## config.mk

```make
export PLATFORM = sky130hd
export DESIGN_NAME = tx_ctrl
export DESIGN_NICKNAME = d
export VERILOG_FILES = /design/src/verilog/trig_ctrl_pkg.sv /design/src/verilog/pin_sync.sv /design/src/verilog/tx_ctrl.sv
export SDC_FILE = /design/constraint.sdc
export NUM_CORES = 1
export LEC_CHECK = 0
export ABC_CLOCK_PERIOD_IN_PS = 3340
export BUFFER_PORTS_ARGS = -buffer_cell sky130_fd_sc_hd__buf_2
export CORE_MARGIN = 2
export CORE_UTILIZATION = 30
export CTS_CLUSTER_SIZE = 14
export DETAILED_ROUTE_END_ITERATION = 12
export MAX_ROUTING_LAYER = met4
export PLACE_DENSITY_LB_ADDON = 0.3
export SYNTH_ARGS = -nofsm -noshare
export SYNTH_HDL_FRONTEND = slang
export SYNTH_SLANG_ARGS = --single-unit
```

## constraint.sdc

```tcl
create_clock -name core_clk_i -period 3.34 [get_ports core_clk_i]
set_input_delay 0 -clock core_clk_i [delete_from_list [all_inputs] [get_ports core_clk_i]]
set_output_delay 0 -clock core_clk_i [all_outputs]
set_load 0.01 [all_outputs]
```

## src/verilog/trig_ctrl_pkg.sv

```systemverilog
// Constants for the reset and trigger transmit control block
package trig_ctrl_pkg;
  // ==========================================================================
  // Timing
  // ==========================================================================
  localparam int CLK_HZ          = 100_000_000;
  localparam int SAMPLE_RATE_SPS = 2000;
  localparam int SAMPLE_CYCLES   = CLK_HZ / SAMPLE_RATE_SPS;
  localparam int SAMPLE_CNT_W    = $clog2(SAMPLE_CYCLES);
  // ==========================================================================
  // Datagram selection and synchroniser depth
  // ==========================================================================
  localparam int INIT_DGRAM_CNT  = 3;
  localparam int KIND_W          = 3;
  localparam logic [KIND_W-1:0] KIND_SENSOR   = 3'h0;
  localparam logic [KIND_W-1:0] KIND_PART     = 3'h1;
  localparam logic [KIND_W-1:0] KIND_SERIAL   = 3'h2;
  localparam logic [KIND_W-1:0] KIND_CONFIG   = 3'h3;
  localparam logic [KIND_W-1:0] KIND_BIASTRIM = 3'h4;
  localparam int SYNC_STAGES     = 3;
endpackage

```

## src/verilog/pin_sync.sv

```systemverilog
// Three-stage pin synchroniser with agreement filter
`timescale 1ns/10ps
module pin_sync
  import trig_ctrl_pkg::*;
#(
  parameter logic RESET_LEVEL = 1'b1
) (
  input  wire logic core_clk_i,
  input  wire logic srst_i,
  input  wire logic ce_i,
  input  wire logic pin_i,
  output logic      level_o
);
  // ==========================================================================
  // Stages
  // ==========================================================================
  logic [SYNC_STAGES-1:0] stage_reg;
  // Level only moves once the last two stages agree
  wire agree = (stage_reg[1] == stage_reg[2]);

  always_ff @(posedge core_clk_i) begin
    if (srst_i) begin
      stage_reg <= {SYNC_STAGES{RESET_LEVEL}};
      level_o   <= RESET_LEVEL;
    end else if (ce_i) begin
      stage_reg <= {stage_reg[SYNC_STAGES-2:0], pin_i};
      if (agree) begin
        level_o <= stage_reg[2];
      end
    end
  end
endmodule // pin_sync

```

## src/verilog/tx_ctrl.sv

```systemverilog
// Reset, init sequence and trigger-driven transmit control
// Behaviour
// RULE1: Reset pin is active low; unconnected input reads high, deasserted.
// RULE2: Reset pin low restarts controller into initialisation mode.
// RULE3: Without trigger mode, transmissions start automatically after power-on.
// RULE4: Trigger pin only starts transmissions in triggered mode.
// RULE5: Sampling keeps running at 2000 samples per second always; the code stops the timer while ce_i or the reset pin is low.
// RULE6: Each trigger falling edge sends exactly one latest-sample datagram; the code drops edges that arrive in ST_BUSY or in init mode.
// RULE7: Trigger pin idles high; unconnected input makes no edge.
// RULE8: Pending special request replaces sensor datagram at next trigger.
// RULE9: Several special requests before trigger: only the last is kept.
// RULE10: Init mode sends 3 special datagrams without waiting for trigger.
// RULE11: After init datagrams, plus optional bias trim, enter normal mode.
// RULE12: Valid strobe falls with sample tick, rises after datagram ends.
// RULE13: Trigger and reset pins pass a synchroniser before use.
`timescale 1ns/10ps
module tx_ctrl
  import trig_ctrl_pkg::*;
#(
  parameter int SAMPLE_PERIOD = SAMPLE_CYCLES
) (
  input  wire logic              core_clk_i,
  input  wire logic              srst_i,
  input  wire logic              ce_i,
  input  wire logic              reset_in_low_i,
  input  wire logic              tx_trigger_in_i,
  input  wire logic              trig_mode_i,
  input  wire logic              bias_trim_en_i,
  input  wire logic              special_req_i,
  input  wire logic [KIND_W-1:0] special_kind_i,
  input  wire logic              tx_done_i,
  output logic                   sample_tick_o,
  output logic                   tx_start_o,
  output logic [KIND_W-1:0]      tx_kind_o,
  output logic                   init_mode_o,
  output logic                   sample_valid_strobe_o
);
  typedef enum logic [1:0] {ST_INIT, ST_INIT_WAIT, ST_IDLE, ST_BUSY} state_e;

  // ==========================================================================
  // Helpers
  // ==========================================================================
  function automatic logic in_init(input state_e st);
    return (st == ST_INIT) || (st == ST_INIT_WAIT);
  endfunction

  // Trim datagram adds one index past the fixed init set
  function automatic logic [1:0] last_init(input logic with_trim);
    return with_trim ? 2'(INIT_DGRAM_CNT) : 2'(INIT_DGRAM_CNT - 1);
  endfunction

  // ==========================================================================
  // Pin synchronisers
  // ==========================================================================
  logic rst_lvl;
  logic trig_lvl;
  logic trig_lvl_reg;

  // RULE13 Sync reset pin
  // RULE1 Idle high reset
  pin_sync #(.RESET_LEVEL(1'b1)) u_rst_sync (
    .core_clk_i (core_clk_i),
    .srst_i     (srst_i),
    .ce_i       (ce_i),
    .pin_i      (reset_in_low_i),
    .level_o    (rst_lvl)
  );

  // RULE13 Sync trigger pin
  // RULE7 Idle high trigger
  pin_sync #(.RESET_LEVEL(1'b1)) u_trig_sync (
    .core_clk_i (core_clk_i),
    .srst_i     (srst_i),
    .ce_i       (ce_i),
    .pin_i      (tx_trigger_in_i),
    .level_o    (trig_lvl)
  );

  // ==========================================================================
  // Decode
  // ==========================================================================
  state_e                  state_reg;
  logic [SAMPLE_CNT_W-1:0] samp_cnt_reg;
  logic [1:0]              init_idx_reg;
  logic                    pend_reg;
  logic [KIND_W-1:0]       pend_kind_reg;

  // RULE2 Pin reset restarts
  wire soft_rst   = srst_i | ~rst_lvl;
  // RULE6 Falling edge detect
  wire trig_fall  = trig_lvl_reg & ~trig_lvl;
  // RULE5 Free-running sample tick
  wire samp_wrap  = (samp_cnt_reg == SAMPLE_CNT_W'(SAMPLE_PERIOD - 1));
  // RULE4 Trigger gated by mode
  // RULE3 Free-run sends per sample
  wire send_req   = trig_mode_i ? trig_fall : samp_wrap;
  // RULE11 Optional bias trim
  wire [1:0] init_last = last_init(bias_trim_en_i);
  wire [KIND_W-1:0] init_kind = KIND_W'(init_idx_reg) + KIND_PART;
  // RULE8 Special replaces sensor
  wire [KIND_W-1:0] send_kind = pend_reg ? pend_kind_reg : KIND_SENSOR;

  // ==========================================================================
  // Sample timer and trigger history
  // ==========================================================================
  always_ff @(posedge core_clk_i) begin
    if (soft_rst) begin
      samp_cnt_reg  <= '0;
      sample_tick_o <= 1'b0;
    end else if (ce_i) begin
      samp_cnt_reg  <= samp_wrap ? '0 : samp_cnt_reg + 1'b1;
      sample_tick_o <= samp_wrap;
    end
  end

  // Idle-high history, so no false edge right after reset
  always_ff @(posedge core_clk_i) begin
    if (soft_rst) begin
      trig_lvl_reg <= 1'b1;
    end else if (ce_i) begin
      trig_lvl_reg <= trig_lvl;
    end
  end

  // ==========================================================================
  // Special request latch
  // ==========================================================================
  always_ff @(posedge core_clk_i) begin
    if (soft_rst) begin
      pend_reg      <= 1'b0;
      pend_kind_reg <= KIND_SENSOR;
    end else if (ce_i) begin
      // RULE9 Last request wins
      if (special_req_i && !in_init(state_reg)) begin
        pend_reg      <= 1'b1;
        pend_kind_reg <= special_kind_i;
      end else if (state_reg == ST_IDLE && send_req) begin
        pend_reg <= 1'b0;
      end
    end
  end

  // ==========================================================================
  // Sequencer next state
  // ==========================================================================
  state_e            state_next;
  logic [1:0]        init_idx_next;
  logic              start_next;
  logic [KIND_W-1:0] kind_next;
  logic              strobe_next;

  always_comb begin
    state_next    = state_reg;
    init_idx_next = init_idx_reg;
    start_next    = 1'b0;
    kind_next     = tx_kind_o;
    strobe_next   = sample_valid_strobe_o;
    case (state_reg)
      // RULE10 Init ignores trigger
      ST_INIT: begin
        start_next = 1'b1;
        kind_next  = init_kind;
        state_next = ST_INIT_WAIT;
      end
      ST_INIT_WAIT: begin
        // RULE11 Advance to normal
        if (tx_done_i && init_idx_reg == init_last) begin
          state_next = ST_IDLE;
        end else if (tx_done_i) begin
          init_idx_next = init_idx_reg + 2'h1;
          state_next    = ST_INIT;
        end
      end
      ST_IDLE: begin
        if (send_req) begin
          start_next = 1'b1;
          kind_next  = send_kind;
          state_next = ST_BUSY;
        end
        // RULE12 Strobe falls on tick
        if (samp_wrap) begin
          strobe_next = 1'b0;
        end
      end
      ST_BUSY: begin
        // RULE12 Rise after last bit
        if (tx_done_i) begin
          strobe_next = 1'b1;
          state_next  = ST_IDLE;
        end else if (samp_wrap) begin
          strobe_next = 1'b0;
        end
      end
      default: begin
        state_next = ST_INIT;
      end
    endcase
  end

  // ==========================================================================
  // Sequencer registers
  // ==========================================================================
  always_ff @(posedge core_clk_i) begin
    if (soft_rst) begin
      state_reg    <= ST_INIT;
      init_idx_reg <= 2'h0;
    end else if (ce_i) begin
      state_reg    <= state_next;
      init_idx_reg <= init_idx_next;
    end
  end

  // Outputs straight from flops, so the host sees no decode glitches
  always_ff @(posedge core_clk_i) begin
    if (soft_rst) begin
      tx_start_o            <= 1'b0;
      tx_kind_o             <= KIND_SENSOR;
      init_mode_o           <= 1'b1;
      sample_valid_strobe_o <= 1'b1;
    end else if (ce_i) begin
      tx_start_o            <= start_next;
      tx_kind_o             <= kind_next;
      init_mode_o           <= in_init(state_next);
      sample_valid_strobe_o <= strobe_next;
    end
  end
endmodule // tx_ctrl
```

==> results.md <==
* Outcome: completed
* CTS tree: built
* GRT overflow at 0
* Yosys reg bits at 40
* Unrepaired setup endpoints after global routing: false
* Final wirelength at between 3000 and 4000 µm
* Sum Neg Setup Slack at 0 ns
* Std cell rows at 28
* # resized after CTS at 0
* Max-capacitance violation count at 0
* Least-Margin Pin Slew at 0.617 ns
* Crit-path max FO at 15
* Synth area leaders: dfxtp_1 44%, xnor2_1 5.3%, nor2_1 4.9%, mux2i_1 3.8%, nand4_1 3.8%
* Effective utilization at floorplan at 30.9%
* Nets at ~240
* Drt initial violations at 95
* Syn. warnings at 0
* Area leader, netlist: dfxtp_1
* Critical path class: reg -> reg
* P_int at 0.660 mW
* Power per cell area at 414 nW/µm²
* Final-report hold violation count at 0
* CTS Buf Count at 5
* Avg WL per Cell at 12.2 µm
* Vias in the first global route at 1,409
* Crit-path max cell delay at 0.59 ns
* Syn nets at between 200 and 250
* Register area share after synthesis at 43.7%
* Die width at 82.1 µm
* Die Area at 6740 µm²
* CP cell instances: or4_1 > nor4_4 > a21o_2 > nor2_1
* Via count at 1,491
* Layout area overhead at 15.0%
* I/O Buffers at 18
* Clock H-tree levels at 2
* CTS Hold Bufs at 5
* Asr flop ratio synth at 0%
* Final Max Slew Viols at 0
* Synthesized instance count at 207
* Post-CTS setup buffers at 0
* Post-synth top area share at 43.7%
* Ports at 19
* EDFF count, synth at 0
* Worst clock skew at between 0.01 and 0.015 ns
* Fmax at 507 MHz
* Combinational share of power at 7.5%
* Min Tclk post-route at 1.97 ns
* Drc violations at 0
* Clock-pin slew on the worst setup and hold paths at 0.08 ns
* R2R depth at 4
* CP arrival at between 2 and 2.5 ns
* Critical path's slowest cell: or4_1
* Routability cong. at 0.847
* LEAKAGE at roughly 0.76 nW
* Cell Area, Synth at approximately 1800 µm²
* Clk network pwr share at 35.3%
* Largest net degree at the start of global routing at 35
* Root Driver: clkbuf_8
* Hold path depth at 2
* Worst hold margin at between 0.02 and 0.03 ns
* Hold Crit Class: in -> reg
* Post-route ant nets at 0
* GR Util All Layers at about an eighth
* Switching share of power at 24.3%
* Number of flip-flops in the largest register at 16
* Sequential group share of total power at 57.3%
* Psw at between 0.2 and 0.25 mW
* Max_slew headroom at between 50 and 60%
* Initial antenna violation count at 0
* Post-Syn Area per Cell at 8.84 µm²
* CORE AREA at 5920 µm²
* Final HPWL DP at 2480 µm
* CTS max path bufs at 2
* Clock sink count at 40
* Final antenna diode count at 0
* Post-layout power at between 0.8 and 0.9 mW
* Crit path launch type: flop
* Worst-Skew Late Latency at 0.29 ns
* CP Capture Type: flop
* First-pass GRT wire length at 6470 µm
* Final Cycle Share at between 50% and 60%
* Setup-failing EPs final at 0
* Maximum VDD drop at 0.183 mV
* Layout cells sized above 1 at approximately 14%
* Main synth FF type: dfxtp_1
* DR vias/cell at 4.92
* Die H at slightly above 80 µm
* DRT Pass-1 Iters at 4
* CP Data Required Time at 3.51 ns
* Post-synthesis cell type count at 38
## layout by cell type (no fill, tap or decap), types with 2 or more instances in the layout
| cell type | Yosys | routed |
|---|---|---|
| clkbuf_8 | 0 | 5 |
| and3_1 | 2 | 2 |
| o21bai_1 | 2 | 2 |
| a21oi_1 | 11 | 11 |
| a31oi_1 | 2 | 2 |
| nor4_1 | 3 | 3 |
| buf_2 | 0 | 18 |
| o21ai_0 | 3 | 3 |
| xnor2_1 | 11 | 11 |
| a211o_1 | 6 | 6 |
| o21ai_1 | 2 | 2 |
| dfxtp_1 | 40 | 40 |
| xor2_1 | 4 | 4 |
| nor3_1 | 5 | 5 |
| nand4_1 | 11 | 11 |
| nand2b_1 | 5 | 5 |
| dlygate4sd3_1 | 0 | 5 |
| nand3_1 | 12 | 12 |
| a31o_2 | 2 | 2 |
| ha_1 | 2 | 2 |
| nand2_1 | 15 | 15 |
| mux2i_1 | 7 | 7 |
| inv_1 | 7 | 7 |
| a41oi_1 | 3 | 3 |
| nor2b_1 | 7 | 7 |
| nor2_1 | 24 | 24 |
## per-layer routing
layer,up-vias,GRT usage (%),routed length (µm)
li1,778,-,-
met5,-,-,0
met4,0,5.83,59
met2,22,18.9,1640
met3,6,3.48,135
met1,685,16.4,1850
## worst max-delay path, delay by kind of cell, from the launching register on
| family | cells | cell delay, ns |
|---|---|---|
| simple gates | 3 | 1.10 |
| compound gates | 1 | 0.38 |
| flops | 1 | 0.37 |
## worst paths after layout
kind,endpoint,slack [ns],from
max,samp_cnt_reg[10],1.37,samp_cnt_reg[10]
min,u_trig_sync.stage_reg[0],0.03,srst_i
max reg2reg,samp_cnt_reg[10],1.37,samp_cnt_reg[10]
min reg2reg,init_mode_o,0.46,init_mode_o
## metrics by stage
stage               cells  setup slack, ns  util (%)  instance area, µm²
finish                303             1.37      35.5                2100
global placement      291             1.43      33.3                1970
global route          303             1.22      35.5                2100
floorplan             207             1.55         -                1830
CTS                   303             1.37      35.5                2100
detailed placement    291             1.38      33.3                1970
## power groups by stage
stage / sequential [mW] / combinational, mW / clock [mW]
6_report: 0.499 / 0.0653 / 0.307
5_1_grt: 0.501 / 0.0736 / 0.344
4_1_cts: 0.499 / 0.0658 / 0.323
3_5_place_dp: 0.510 / 0.0612 / 0
3_3_place_gp: 0.510 / 0.0610 / 0
2_1_floorplan: 0.508 / 0.0436 / 0
## layout make-up
type / instances / area, µm²
fillers: 610 / 3820
multi-input cells: 151 / 962
flip-flops and latches: 40 / 801
repair buffers: 23 / 140
well taps: 75 / 93.8
clock buffers: 5 / 68.8
inverters: 7 / 26.3
clock inverters: 2 / 12.5
## synth_stat cells (all sizes together), types with 3 or more instances
library cell  count
a41oi             3
nand2            15
inv               7
dfxtp            40
nor2             24
xnor2            11
nor4              5
a21oi            11
o21ai             5
nand2b            5
xor2              4
nor2b             7
clkbuf            7
nand3            12
mux2i             7
nor3              5
a211o             6
nand4            11
## cell families after synthesis
| group | count (synthesis) | synth area share, % |
|---|---|---|
| adders and majority gates | 2 | 1.37 |
| AOI/OAI and AO/OA | 36 | 13.4 |
| muxes | 7 | 3.83 |
| xor gates and xnor gates | 15 | 7.18 |
| and+or+nand+nor | 91 | 26.8 |
| buffers and inverters | 16 | 3.69 |
| DFF | 40 | 43.7 |
Power figures use the tool's default switching activity.
